## config.mk

```make
export PLATFORM = sky130hd
export DESIGN_NAME = i2cpe_engine
export DESIGN_NICKNAME = d
export VERILOG_FILES = /design/src/i2cpe_line_mon.v /design/src/i2cpe_engine.v
export VERILOG_INCLUDE_DIRS = /design/src
export SDC_FILE = /design/constraint.sdc
export NUM_CORES = 1
export LEC_CHECK = 0
export BUFFER_PORTS_ARGS = -buffer_cell sky130_fd_sc_hd__buf_2
export CAP_MARGIN = 0
export CORE_MARGIN = 10
export CORE_UTILIZATION = 55
export CTS_CLUSTER_DIAMETER = 200
export DETAILED_ROUTE_END_ITERATION = 12
export PLACE_DENSITY = 0.82
export SETUP_SLACK_MARGIN = 0.3
export SYNTH_ARGS = -nofsm -noshare
export SYNTH_HDL_FRONTEND = slang
export SYNTH_SLANG_ARGS = --single-unit
export TNS_END_PERCENT = 10
```

## constraint.sdc

```tcl
create_clock -name clock -period 5.6 [get_ports clock]
set_input_delay 1.4 -clock clock [delete_from_list [all_inputs] [get_ports clock]]
set_output_delay 1.4 -clock clock [all_outputs]
set_load 0.02 [all_outputs]
```

## src/i2cpe_defines.vh

```
// constants of the two-wire protocol engine
`ifndef I2CPE_DEFINES_VH
`define I2CPE_DEFINES_VH

// timing: clock period and serial clock period, in ns
`define I2CPE_CLK_PERIOD_NS 4
`define I2CPE_SCL_PERIOD_NS 10000
// a bit period is four quarter phases
`define I2CPE_QTR_CYC (`I2CPE_SCL_PERIOD_NS / (4 * `I2CPE_CLK_PERIOD_NS))
`define I2CPE_CNT_W 10

// master request codes
`define I2CPE_CMD_ADDR 2'h0
`define I2CPE_CMD_WRITE 2'h1
`define I2CPE_CMD_READ 2'h2
`define I2CPE_CMD_STOP 2'h3

// address patterns
`define I2CPE_TEN_PFX 5'h1E
`define I2CPE_RSV_HI 5'h1F
`define I2CPE_RSV_LO 4'h0

// bit counter marks within a byte
`define I2CPE_BIT_ACK 4'h8
`define I2CPE_BIT_POST 4'h9

`endif

```

## src/i2cpe_line_mon.v

```verilog
// line synchroniser and start, stop and edge detector
`timescale 1ns/100ps
module i2cpe_line_mon (
  // system
  input wire clock,
  input wire reset_n,
  // raw bus levels
  input wire scl_in,
  input wire sda_in,
  // synchronised levels and events
  output wire scl_s,
  output wire sda_s,
  output wire scl_rise,
  output wire scl_fall,
  output wire start_det,
  output wire stop_det,
  output wire busy
);

  reg scl_m_q;
  reg sda_m_q;
  reg scl_s_q;
  reg sda_s_q;
  reg scl_p_q;
  reg sda_p_q;
  reg busy_q;

  //////////////////////////////////////////////////////////////////////////
  // three flops per line; levels come from the second stage, edges compare the second and third
  always @(posedge clock) begin
    if (!reset_n) begin
      scl_m_q <= 1'b1;
      sda_m_q <= 1'b1;
      scl_s_q <= 1'b1;
      sda_s_q <= 1'b1;
      scl_p_q <= 1'b1;
      sda_p_q <= 1'b1;
    end else begin
      scl_m_q <= scl_in;
      sda_m_q <= sda_in;
      scl_s_q <= scl_m_q;
      sda_s_q <= sda_m_q;
      scl_p_q <= scl_s_q;
      sda_p_q <= sda_s_q;
    end
  end

  assign scl_s = scl_s_q;
  assign sda_s = sda_s_q;
  assign scl_rise = scl_s_q & ~scl_p_q;
  assign scl_fall = ~scl_s_q & scl_p_q;
  // data edge with the clock high both cycles
  assign start_det = sda_p_q & ~sda_s_q & scl_s_q & scl_p_q;
  assign stop_det = ~sda_p_q & sda_s_q & scl_s_q & scl_p_q;

  //////////////////////////////////////////////////////////////////////////
  // busy from a start until a stop
  always @(posedge clock) begin
    if (!reset_n) begin
      busy_q <= 1'b0;
    end else if (start_det) begin
      busy_q <= 1'b1;
    end else if (stop_det) begin
      busy_q <= 1'b0;
    end
  end

  assign busy = busy_q;

endmodule

```

## src/i2cpe_engine.v

```verilog
// two-wire bus protocol engine: master and slave byte sequencers
//
// Contract
// - a start is data falling while clock stays high.
// - a master stop is data rising while clock stays high.
// - data changes only with clock low, steady while clock high.
// - one bit per clock pulse, sampled once while clock is high.
// - as master, wait for an idle bus before the start.
// - after start send 7-bit address and direction, 1 read, 0 write.
// - master releases data in the address ack slot; slave pulls low.
// - after every eight bits the sender releases data for the ack.
// - address and data bytes go out most significant bit first.
// - no byte limit; master ends with a stop after an ack slot.
// - after stop any master may start; repeated start is allowed.
// - all-zero address is general call for write, start byte for read.
// - reserved seven-bit patterns are never ordinary slave addresses.
// - ten-bit first byte is 11110, two high bits, direction.
// - ten-bit second byte carries the eight low address bits.
// - as ten-bit slave, acknowledge both matching address bytes.
// - ten-bit master write sends both bytes then the data.
// - ten-bit read: both bytes, repeated start, first byte with read.
// - ten-bit slave remembers its match and answers the read.
// - the engine works as master and as addressed slave.
`timescale 1ns/100ps
`include "i2cpe_defines.vh"
module i2cpe_engine (
  // system
  input wire clock,
  input wire reset_n,
  // bus pins, open drain
  input wire scl_in,
  input wire sda_in,
  output wire scl_out,
  output wire scl_oe,
  output wire sda_out,
  output wire sda_oe,
  // master request
  input wire m_req_valid,
  output wire m_req_ready,
  input wire [1:0] m_req_cmd,
  input wire [9:0] m_req_addr,
  input wire m_req_ten,
  input wire m_req_rw,
  input wire [7:0] m_req_wdata,
  input wire m_req_nack,
  // master answer
  output wire m_rsp_valid,
  output wire m_rsp_nack,
  output wire [7:0] m_rsp_data,
  // slave configuration
  input wire s_en,
  input wire s_ten_en,
  input wire s_gc_en,
  input wire [9:0] s_own_addr,
  // slave data
  input wire [7:0] s_tx_data,
  output wire s_tx_load,
  output wire s_rx_valid,
  output wire [7:0] s_rx_data,
  output wire s_addr_hit,
  output wire s_addr_rw,
  output wire s_gcall,
  output wire s_stop,
  // status
  output wire bus_busy,
  output wire m_active
);

  localparam M_IDLE = 6'h01;
  localparam M_WAIT = 6'h02;
  localparam M_START = 6'h04;
  localparam M_BYTE = 6'h08;
  localparam M_HOLD = 6'h10;
  localparam M_STOP = 6'h20;

  localparam S_IDLE = 6'h01;
  localparam S_ADDR1 = 6'h02;
  localparam S_ADDR2 = 6'h04;
  localparam S_RX = 6'h08;
  localparam S_TX = 6'h10;
  localparam S_IGN = 6'h20;

  localparam integer QTR_I = `I2CPE_QTR_CYC - 1;
  localparam [`I2CPE_CNT_W-1:0] QTR_M1 = QTR_I[`I2CPE_CNT_W-1:0];

  wire scl_s;
  wire sda_s;
  wire scl_rise;
  wire scl_fall;
  wire start_det;
  wire stop_det;

  reg [5:0] m_state_q;
  reg [1:0] m_ph_q;
  reg [`I2CPE_CNT_W-1:0] m_cnt_q;
  reg [3:0] m_bit_q;
  reg [7:0] m_sh_q;
  reg m_rx_q;
  reg m_nack_send_q;
  reg m_nack_got_q;
  reg m_inaddr_q;
  reg [1:0] m_aseq_q;
  reg [9:0] m_addr_q;
  reg m_ten_q;
  reg m_rw_q;
  reg m_scl_low_q;
  reg m_sda_low_q;
  reg m_rsp_valid_q;
  reg m_rsp_nack_q;
  reg [7:0] m_rsp_data_q;

  reg [5:0] s_state_q;
  reg [3:0] s_bit_q;
  reg [7:0] s_sh_q;
  reg s_sda_low_q;
  reg s_mack_q;
  reg s_ten_hit_q;
  reg s_tx_load_q;
  reg s_rx_valid_q;
  reg [7:0] s_rx_data_q;
  reg s_addr_hit_q;
  reg s_addr_rw_q;
  reg s_gcall_q;
  reg s_stop_q;

  //////////////////////////////////////////////////////////////////////////
  // first address byte, seven-bit or ten-bit head
  function [7:0] addr_head;
    input [9:0] a;
    input ten;
    input rw;
    begin
      if (ten) begin
        addr_head = {`I2CPE_TEN_PFX, a[9:8], rw};
      end else begin
        addr_head = {a[6:0], rw};
      end
    end
  endfunction

  // reserved seven-bit patterns, ten-bit heads included
  function rsv7;
    input [6:0] a;
    begin
      rsv7 = (a[6:3] == `I2CPE_RSV_LO) | (a[6:2] == `I2CPE_RSV_HI) |
             (a[6:2] == `I2CPE_TEN_PFX);
    end
  endfunction

  i2cpe_line_mon u_mon (
    .clock(clock),
    .reset_n(reset_n),
    .scl_in(scl_in),
    .sda_in(sda_in),
    .scl_s(scl_s),
    .sda_s(sda_s),
    .scl_rise(scl_rise),
    .scl_fall(scl_fall),
    .start_det(start_det),
    .stop_det(stop_det),
    .busy(bus_busy)
  );

  //////////////////////////////////////////////////////////////////////////
  // master sequencer
  // quarter phases: 0 set data, 1 free clock, 2 sample, 3 pull clock low.
  // phase 2 waits for the clock line to read high, so a slow rise or
  // another driver just lengthens the low phase.
  wire m_run = |(m_state_q & (M_START | M_BYTE | M_STOP));
  wire m_tick = m_run & (m_cnt_q == {`I2CPE_CNT_W{1'b0}}) &
                ((m_ph_q != 2'h2) | scl_s);
  wire m_own = |(m_state_q & (M_START | M_BYTE | M_HOLD | M_STOP));

  assign m_req_ready = m_state_q[0] | m_state_q[4];
  wire m_take = m_req_valid & m_req_ready;

  always @(posedge clock) begin
    if (!reset_n) begin
      m_state_q <= M_IDLE;
      m_ph_q <= 2'h0;
      m_cnt_q <= {`I2CPE_CNT_W{1'b0}};
      m_bit_q <= 4'h0;
      m_sh_q <= 8'h00;
      m_rx_q <= 1'b0;
      m_nack_send_q <= 1'b0;
      m_nack_got_q <= 1'b0;
      m_inaddr_q <= 1'b0;
      m_aseq_q <= 2'h0;
      m_addr_q <= 10'h000;
      m_ten_q <= 1'b0;
      m_rw_q <= 1'b0;
      m_scl_low_q <= 1'b0;
      m_sda_low_q <= 1'b0;
      m_rsp_valid_q <= 1'b0;
      m_rsp_nack_q <= 1'b0;
      m_rsp_data_q <= 8'h00;
    end else begin
      m_rsp_valid_q <= 1'b0;
      if (m_run & ~m_tick & (m_cnt_q != {`I2CPE_CNT_W{1'b0}})) begin
        m_cnt_q <= m_cnt_q - 1'b1;
      end else if (m_tick) begin
        m_cnt_q <= QTR_M1;
        m_ph_q <= m_ph_q + 1'b1;
      end
      case (m_state_q)
        M_IDLE: begin
          if (m_take & (m_req_cmd == `I2CPE_CMD_ADDR)) begin
            m_addr_q <= m_req_addr;
            m_ten_q <= m_req_ten;
            m_rw_q <= m_req_rw;
            m_aseq_q <= 2'h0;
            m_state_q <= M_WAIT;
          end
        end
        M_WAIT: begin
          if (!bus_busy) begin
            m_state_q <= M_START;
            m_ph_q <= 2'h0;
            m_cnt_q <= QTR_M1;
          end
        end
        M_HOLD: begin
          if (m_take) begin
            m_ph_q <= 2'h0;
            m_cnt_q <= QTR_M1;
            m_bit_q <= 4'h0;
            case (m_req_cmd)
              `I2CPE_CMD_ADDR: begin
                m_addr_q <= m_req_addr;
                m_ten_q <= m_req_ten;
                m_rw_q <= m_req_rw;
                m_aseq_q <= 2'h0;
                m_state_q <= M_START;
              end
              `I2CPE_CMD_WRITE: begin
                m_sh_q <= m_req_wdata;
                m_rx_q <= 1'b0;
                m_state_q <= M_BYTE;
              end
              `I2CPE_CMD_READ: begin
                m_rx_q <= 1'b1;
                m_nack_send_q <= m_req_nack;
                m_state_q <= M_BYTE;
              end
              default: begin
                m_state_q <= M_STOP;
              end
            endcase
          end
        end
        M_START: begin
          if (m_tick) begin
            case (m_ph_q)
              2'h0: m_sda_low_q <= 1'b0;
              2'h1: m_scl_low_q <= 1'b0;
              2'h2: m_sda_low_q <= 1'b1;
              default: begin
                m_scl_low_q <= 1'b1;
                m_bit_q <= 4'h0;
                m_rx_q <= 1'b0;
                m_inaddr_q <= 1'b1;
                // ten-bit heads go out as write except after the restart
                m_sh_q <= addr_head(m_addr_q, m_ten_q,
                  m_ten_q ? (m_aseq_q == 2'h3) : m_rw_q);
                m_state_q <= M_BYTE;
              end
            endcase
          end
        end
        M_BYTE: begin
          if (m_tick) begin
            case (m_ph_q)
              2'h0: begin
                if (m_bit_q != `I2CPE_BIT_ACK) begin
                  m_sda_low_q <= ~m_rx_q & ~m_sh_q[7];
                end else begin
                  m_sda_low_q <= m_rx_q & ~m_nack_send_q;
                end
              end
              2'h1: m_scl_low_q <= 1'b0;
              2'h2: begin
                // own bits are shifted back in from the line
                if (m_bit_q != `I2CPE_BIT_ACK) begin
                  m_sh_q <= {m_sh_q[6:0], sda_s};
                end else begin
                  m_nack_got_q <= sda_s;
                end
              end
              default: begin
                m_scl_low_q <= 1'b1;
                if (m_bit_q != `I2CPE_BIT_ACK) begin
                  m_bit_q <= m_bit_q + 1'b1;
                end else begin
                  m_bit_q <= 4'h0;
                  if (m_inaddr_q & ~m_nack_got_q & m_ten_q &
                      (m_aseq_q == 2'h0)) begin
                    m_sh_q <= m_addr_q[7:0];
                    m_aseq_q <= 2'h1;
                  end else if (m_inaddr_q & ~m_nack_got_q & m_ten_q &
                               m_rw_q & (m_aseq_q == 2'h1)) begin
                    m_aseq_q <= 2'h3;
                    m_state_q <= M_START;
                  end else begin
                    // address done or data byte done
                    m_inaddr_q <= 1'b0;
                    m_state_q <= M_HOLD;
                    m_rsp_valid_q <= 1'b1;
                    m_rsp_nack_q <= m_nack_got_q;
                    m_rsp_data_q <= m_sh_q;
                  end
                end
              end
            endcase
          end
        end
        M_STOP: begin
          if (m_tick) begin
            case (m_ph_q)
              2'h0: m_sda_low_q <= 1'b1;
              2'h1: m_scl_low_q <= 1'b0;
              2'h2: m_sda_low_q <= 1'b0;
              default: begin
                m_state_q <= M_IDLE;
                m_rsp_valid_q <= 1'b1;
                m_rsp_nack_q <= 1'b0;
              end
            endcase
          end
        end
        default: m_state_q <= M_IDLE;
      endcase
    end
  end

  //////////////////////////////////////////////////////////////////////////
  // slave sequencer, steered by line events
  // bit counter: 1..8 after data rises, 9 after the ack rise.
  // data is only moved on a seen clock fall, so it is steady while high.
  wire [7:0] s_byte = s_sh_q;
  wire s_head_hit = (s_byte[7:3] == `I2CPE_TEN_PFX) &
                    (s_byte[2:1] == s_own_addr[9:8]);

  always @(posedge clock) begin
    if (!reset_n) begin
      s_state_q <= S_IDLE;
      s_bit_q <= 4'h0;
      s_sh_q <= 8'h00;
      s_sda_low_q <= 1'b0;
      s_mack_q <= 1'b0;
      s_ten_hit_q <= 1'b0;
      s_tx_load_q <= 1'b0;
      s_rx_valid_q <= 1'b0;
      s_rx_data_q <= 8'h00;
      s_addr_hit_q <= 1'b0;
      s_addr_rw_q <= 1'b0;
      s_gcall_q <= 1'b0;
      s_stop_q <= 1'b0;
    end else begin
      s_tx_load_q <= 1'b0;
      s_rx_valid_q <= 1'b0;
      s_addr_hit_q <= 1'b0;
      s_stop_q <= 1'b0;
      if (!s_en | m_own) begin
        // own master transfer: the slave side stays out of it
        s_state_q <= S_IDLE;
        s_sda_low_q <= 1'b0;
        s_ten_hit_q <= 1'b0;
      end else if (start_det) begin
        // repeated start keeps the ten-bit match
        s_state_q <= S_ADDR1;
        s_bit_q <= 4'h0;
        s_sda_low_q <= 1'b0;
      end else if (stop_det) begin
        s_stop_q <= ~s_state_q[0];
        s_state_q <= S_IDLE;
        s_sda_low_q <= 1'b0;
        s_ten_hit_q <= 1'b0;
      end else if (scl_rise & ~s_state_q[0] & ~s_state_q[5]) begin
        if (s_bit_q < `I2CPE_BIT_ACK) begin
          s_sh_q <= {s_sh_q[6:0], sda_s};
        end else begin
          s_mack_q <= ~sda_s;
        end
        s_bit_q <= s_bit_q + 1'b1;
      end else if (scl_fall & ~s_state_q[0] & ~s_state_q[5]) begin
        if (s_bit_q == `I2CPE_BIT_ACK) begin
          case (s_state_q)
            S_ADDR1: begin
              if (s_gc_en & (s_byte == 8'h00)) begin
                s_sda_low_q <= 1'b1;
                s_gcall_q <= 1'b1;
                s_addr_hit_q <= 1'b1;
                s_addr_rw_q <= 1'b0;
                s_state_q <= S_RX;
              end else if (s_ten_en & s_head_hit & ~s_byte[0]) begin
                s_sda_low_q <= 1'b1;
                s_state_q <= S_ADDR2;
              end else if (s_ten_en & s_head_hit & s_byte[0] &
                           s_ten_hit_q) begin
                s_sda_low_q <= 1'b1;
                s_gcall_q <= 1'b0;
                s_addr_hit_q <= 1'b1;
                s_addr_rw_q <= 1'b1;
                s_state_q <= S_TX;
              end else if (~s_ten_en & ~rsv7(s_own_addr[6:0]) &
                           (s_byte[7:1] == s_own_addr[6:0])) begin
                s_sda_low_q <= 1'b1;
                s_gcall_q <= 1'b0;
                s_addr_hit_q <= 1'b1;
                s_addr_rw_q <= s_byte[0];
                s_state_q <= s_byte[0] ? S_TX : S_RX;
              end else begin
                s_state_q <= S_IGN;
              end
            end
            S_ADDR2: begin
              if (s_byte == s_own_addr[7:0]) begin
                s_sda_low_q <= 1'b1;
                s_ten_hit_q <= 1'b1;
                s_gcall_q <= 1'b0;
                s_addr_hit_q <= 1'b1;
                s_addr_rw_q <= 1'b0;
                s_state_q <= S_RX;
              end else begin
                s_ten_hit_q <= 1'b0;
                s_state_q <= S_IGN;
              end
            end
            S_RX: begin
              s_sda_low_q <= 1'b1;
              s_rx_valid_q <= 1'b1;
              s_rx_data_q <= s_byte;
            end
            default: begin
              s_sda_low_q <= 1'b0;
            end
          endcase
        end else if (s_bit_q == `I2CPE_BIT_POST) begin
          s_bit_q <= 4'h0;
          if (s_state_q == S_TX) begin
            // own ack reads back low, so the address slot counts too
            if (s_mack_q) begin
              s_sh_q <= s_tx_data;
              s_sda_low_q <= ~s_tx_data[7];
              s_tx_load_q <= 1'b1;
            end else begin
              s_sda_low_q <= 1'b0;
              s_state_q <= S_IGN;
            end
          end else begin
            s_sda_low_q <= 1'b0;
          end
        end else if ((s_state_q == S_TX) & (s_bit_q != 4'h0)) begin
          // the rise already shifted the sent bit back in
          s_sda_low_q <= ~s_sh_q[7];
        end
      end
    end
  end

  //////////////////////////////////////////////////////////////////////////
  // pins: low or released only
  assign scl_out = 1'b0;
  assign sda_out = 1'b0;
  assign scl_oe = m_scl_low_q;
  assign sda_oe = m_sda_low_q | s_sda_low_q;

  assign m_rsp_valid = m_rsp_valid_q;
  assign m_rsp_nack = m_rsp_nack_q;
  assign m_rsp_data = m_rsp_data_q;
  assign m_active = ~m_state_q[0];

  assign s_tx_load = s_tx_load_q;
  assign s_rx_valid = s_rx_valid_q;
  assign s_rx_data = s_rx_data_q;
  assign s_addr_hit = s_addr_hit_q;
  assign s_addr_rw = s_addr_rw_q;
  assign s_gcall = s_gcall_q;
  assign s_stop = s_stop_q;

endmodule

```

After elaboration in Yosys (flattened, before gate mapping)

Index checks and enable logic that the tools add are counted.

$add $sub $neg: 4
Multiply operators: 0
Divide/modulo/power cells: 0
$lt $le $gt $ge: 1
Equality and inequality tests: 67
Shifts and indexed selects: 0
Multiplexer cells: 169
Bitwise logic cells: 71
Reduce and logical (&&, ||, !) cells: 68

Operators by type and width:

| cell                                       | number |
|---|---|
| 2-to-1 mux 8 bit                           | 16 |
| 2-to-1 mux 6 bit                           | 20 |
| 2-to-1 mux 1 bit                           | 70 |
| 2-to-1 mux 10 bit                          | 7 |
| 2-to-1 mux 4 bit                           | 12 |
| != test 2 bit, second input constant       | 23 |
| case mux 10 bit (2 select lines)           | 2 |
| case mux 6 bit (6 select lines)            | 1 |
| bitwise AND 1 bit                          | 34 |
| != test 3 bit, second input constant       | 11 |
| 2-to-1 mux 2 bit                           | 16 |
| nonzero test 2 bit                         | 16 |
| inverter 1 bit                             | 31 |
| AND reduction 5 bit                        | 6 |
| case mux 1 bit (2 select lines)            | 14 |
| case mux 6 bit (2 select lines)            | 2 |
| case mux 8 bit (3 select lines)            | 1 |
| AND reduction 6 bit                        | 4 |
| AND reduction 8 bit                        | 3 |
| nonzero test 3 bit                         | 7 |
| AND reduction 10 bit                       | 2 |
| case mux 8 bit (2 select lines)            | 1 |
| equality test 5 bit, second input constant | 3 |
| AND reduction 7 bit                        | 2 |
| 44 further kinds                           | 76 |

Bits in registers: 102
Latch bits: 0
RAM bits: 0
Memory bits (read-only): 0
Input port bits: 49
Output and inout bits: 31
Word-level logic and storage cells: 419
Memories kept: 0

Logic depth before layout (Yosys ltp)

Depth in word-level cells: 16
Mapped depth: 10
Gate-level depth less buffers: 8

By module

A second synthesis with hierarchy kept.

Cell total of the unflattened synthesis: 675
Area total of the unflattened synthesis: 5,587.9 µm²

By module, submodules not included:

| module         | instances | cells an instance | area an instance (µm²) | seq. area each (µm²) |
|---|---|---|---|---|
| i2cpe_engine   | 1         | 653               | 5,353.9                | 1,901.8 |
| i2cpe_line_mon | 1         | 22                | 234.0                  | 140.1 |

Worst setup path after synthesis

Ideal clock, no wire load.

Path type: input to register
From: input m_req_cmd[0]
To: register m_ten_q
Library setup time: 128 ps
Data arrival time: 2,636 ps
Data required time: 5,472 ps
Path slack: 2,837 ps
Stages on the path: 7
Path buffers: 1
Cells stage by stage: inv_1 ha_1 nand3_1 nor4_4 buf_4 mux2i_1 nor2_1

Cells in the longest elaborated chain, start to end: 4
Elaborated cells between the ends (all ways): 5
Those cells by class: eq/ne: 2; bitwise: 1; reduce/logical: 2

Ends and longest elaborated chain:

| what                                     | line               | text |
|---|---|---|
| start: declaration                       | i2cpe_engine.v:40  | `input wire [1:0] m_req_cmd,` |
| zero test 2 bit (*)                      | i2cpe_engine.v:227 | `case (m_req_cmd)` |
| bitwise AND 1 bit                        | i2cpe_engine.v:207 | `` if (m_take & (m_req_cmd == `I2CPE_CMD_ADDR)) begin `` |
| != test 2 bit (no source line)           | --                 |  |
| AND reduction 4 bit (no source line) (*) | --                 |  |
| end signal: assignment                   | i2cpe_engine.v:209 | `m_ten_q <= m_req_ten;` |
| end signal: assignment                   | i2cpe_engine.v:230 | `m_ten_q <= m_req_ten;` |
| end: declaration                         | i2cpe_engine.v:104 | `reg m_ten_q;` |

Every way passes the cells marked *; elsewhere a longest branch is shown, timed or not.
A chain may end at the register's enable or synchronous reset.

Worst setup path in the final report

From: register m_state_q[1]
To: register m_sh_q[5]

Cells in the longest elaborated chain, start to end: 3
Elaborated cells between the ends (all ways): 15
Those cells by class: eq/ne: 12; mux: 1; reduce/logical: 2

Ends and longest elaborated chain:

| what                                                   | line               | text |
|---|---|---|
| start: declaration                                     | i2cpe_engine.v:93  | `reg [5:0] m_state_q;` |
| start signal: assignment                               | i2cpe_engine.v:179 | `m_state_q <= M_IDLE;` |
| start signal: assignment                               | i2cpe_engine.v:212 | `m_state_q <= M_WAIT;` |
| start signal: assignment                               | i2cpe_engine.v:217 | `m_state_q <= M_START;` |
| equality test 6 x 4 -> 1 bit (tied with other cells)   | i2cpe_engine.v:205 | `case (m_state_q)` |
| != test 3 bit (no source line) (tied with other cells) | --                 |  |
| AND reduction 10 bit (no source line)                  | --                 |  |
| end signal: assignment                                 | i2cpe_engine.v:236 | `m_sh_q <= m_req_wdata;` |
| end signal: assignment                                 | i2cpe_engine.v:263 | `m_sh_q <= addr_head(m_addr_q, m_ten_q,` |
| end signal: assignment                                 | i2cpe_engine.v:284 | `m_sh_q <= {m_sh_q[6:0], sda_s};` |
| end: declaration                                       | i2cpe_engine.v:97  | `reg [7:0] m_sh_q;` |

Several ways; a longest one is shown, not always the timed one.

==> impl_metrics.json <==
{
  "startpoint_type": "flop",
  "drtPass1Iterations": 5,
  "power_w": 0.00137,
  "overflow": 0,
  "via_per_inst": 6.02,
  "numCtsBuffers": 9,
  "ir_drop_mv": 0.135,
  "hold_path_class": "reg -> reg",
  "maxSlewViolCount": 0,
  "slowest_stage": "o211ai_1",
  "swShare_pct": 26.2,
  "drt-initial-drc-count": 349,
  "die_area_um2": 14400,
  "grt_pass1_vias": 4973,
  "ys_warn_count": 0,
  "io_buffer_count": 77,
  "area_growth_pct": 10.7,
  "htreeDepth": 3,
  "cts_root_buf": "clkbuf_8",
  "wl_um": 14300,
  "synthArstFlopShare_pct": 0,
  "cts_buffer_depth": 2,
  "drive_above_1_share_pct": 16.5,
  "critPathArrivalTime_ns": 3.38,
  "initial_core_util_pct": 56.3,
  "p_int_w": 0.00101,
  "cts-hold-fix-buffers": 0,
  "setup_violations": 0,
  "ys_ff_latch": 102,
  "ys_types": 69,
  "postCtsSetupBuffers": 0,
  "nNetsFinal": 773,
  "clkPwrFrac_pct": 35.7,
  "n_antenna_cell": 0,
  "worst_pin_slew_ns": 1.22,
  "post_cts_resized": 0,
  "cts_tree": "yes",
  "setup_tns_ns": 0,
  "yosysSeqAreaShare_pct": 37.1,
  "fin_area_um2": 6090,
  "place_congestion": 0.970,
  "grt_pass1_wl_um": 24100,
  "dp_hpwl_um": 10600,
  "max_slew_margin_pct": 18.6,
  "end_kind": "flop",
  "path_buf_inv": 0,
  "share_comb_of_total_power_pct": 9.4,
  "cp.required_ns": 5.89,
  "dr_total_vias": 5097,
  "hold_viol_final": 0,
  "seqPwrFrac_pct": 54.9,
  "slowest_delay_ns": 1.23,
  "maxCapViolCount": 0,
  "die_x_um": 120,
  "cts.sinks": 102,
  "grt_usage_pct": 19.8,
  "placed_area_um2": 5880,
  "status": "complete, no violations",
  "grt_max_degree": 69,
  "coreArea_um2": 9770,
  "synth_edf_count": 0,
  "ant_nets": 0,
  "worstPathCellList": "nor2_2, nand4_1, o211ai_1, nand3_1, o31ai_1",
  "clk_pin_slew_ns": 0.10,
  "rsz0062_at_grt": "false",
  "crit_family": "compound AO/OA/AOI/OAI gates",
  "ys.flop_type": "dfxtp_1",
  "antenna_found_initial": 0,
  "p_per_area_nw_per_um2": 225,
  "p_switching_w": 0.000360,
  "io_pins": 80,
  "fin_skew_ns": 0.00995,
  "path_max_fanout": 16,
  "fin_crit_sh_pct": 55.3,
  "power.leakage_nw": 2.25,
  "clk-insertion-delay-late_ns": 0.37,
  "wl_per_cell_um": 16.9,
  "avgSynthCellArea_um2": 8.32,
  "fmax_mhz": 323,
  "min_period_ns": 3.10,
  "drc": 0,
  "syn_inst": 661,
  "core.rowCount": 36,
  "fp.dieH_um": 120,
  "critPathKind": "reg -> reg",
  "synth_area_um2": 5500
}
[synthesized netlist by cell type (all sizes together), types with 9 or more instances]
cell	number	area share, %
a21oi	37	3.6
nor4	14	2.4
ha	15	3.4
buf	13	1.3
clkbuf	29	2.0
nand2	53	3.6
xor2	11	1.8
a311oi	12	1.9
nand3	33	3.1
mux2i	43	7.8
o21ai	21	1.9
nand2b	12	1.4
nand4	14	1.6
nor2	86	6.0
o31ai	9	1.2
a31oi	9	1.0
inv	24	1.6
xnor2	13	2.1
nor3	18	2.0
dfxtp	102	37
[cells by family after synthesis]
logic type               share of synthesized area (%)
AND/OR/NAND/NOR                                   27.6
flip-flops                                        37.1
buffers and inverters                             4.91
multiplexers                                      8.44
adder cells (fa/ha/maj)                           3.41
XOR/XNOR                                          3.82
AO/OA/AOI/OAI                                     14.6
other                                           0.0682
[per-layer routing]
metal	GRT usage, %	wire [um]
met3	4.22	804
met1	24.0	6140
met2	33.7	7020
met5	0	0
met4	7.09	369
[state kept, by name, indices dropped and copies added (netlist names), 2 cells and up]
register	flops
s_bit_q	4
m_ph_q	2
m_cnt_q	10
s_byte	8
m_bit_q	4
m_rsp_data	8
m_aseq_q	2
m_state_q	6
s_rx_data	8
m_sh_q	8
s_state_q	6
m_addr_q	10
[metrics by stage]
| step | setup WS [ns] | utilization, % | cells | hold WS [ns] |
|---|---|---|---|---|
| after floorplan | 2.84 | - | 662 | 0.386 |
| after global placement | 2.32 | 60.2 | 831 | 0.396 |
| after detailed placement | 2.20 | 60.2 | 831 | 0.397 |
| after CTS | 2.60 | 62.3 | 847 | 0.420 |
| after global routing | 2.27 | 62.3 | 847 | 0.431 |
| final | 2.50 | 62.3 | 847 | 0.417 |
[power by group through the flow]
stage,logic (W),registers [W],clock network (W)
2_1_floorplan,0.0000941,0.000760,0
5_1_grt,0.000142,0.000755,0.000527
3_3_place_gp,0.000124,0.000768,0
3_5_place_dp,0.000127,0.000769,0
6_report,0.000129,0.000753,0.000490
4_1_cts,0.000128,0.000752,0.000499
[final cells by class]
class                      count  area (um2)
fill                         866        3680
multi-input combinational    494        3190
sequential                   102        2040
timing repair buffer          78         393
tap                          133         166
clock buffer                  11         141
inverter                      24        90.1
clock inverter                 5        65.1
[final timing paths]
kind / start / to / slack (ns) / cells after the start
setup / recovery: m_state_q[1] / m_sh_q[5] / 2.50 / 5
hold / removal: u_mon.scl_m_q / u_mon.scl_s / 0.42 / 1
setup reg to reg: m_state_q[1] / m_sh_q[5] / 2.50 / 5
hold reg to reg: u_mon.scl_m_q / u_mon.scl_s / 0.42 / 1
[worst register-to-register path: stages (launching register included)]
cell,delay (ns)
dfxtp_1,0.45
nor2_2,0.35
nand4_1,0.68
o211ai_1,1.23
nand3_1,0.19
o31ai_1,0.11
[layout by cell type (no fill, tap or decap), types with 5 or more instances in the layout]
master / n
buf_2: 77
nor3_1: 15
inv_1: 23
and3_1: 5
nor2_1: 84
or4_1: 5
or3_1: 6
o211ai_1: 6
clkbuf_8: 10
ha_1: 15
a21oi_1: 36
dfxtp_1: 102
xor2_1: 11
a311oi_1: 12
nand2b_1: 12
o21ai_0: 20
nor4_1: 11
a211oi_1: 5
mux2i_1: 43
nand3b_1: 6
nand3_1: 32
nand4_1: 14
o22ai_1: 6
xnor2_1: 13
nand2_1: 53
o31ai_1: 9
a31oi_1: 9
(Power assumes the default switching activity.)
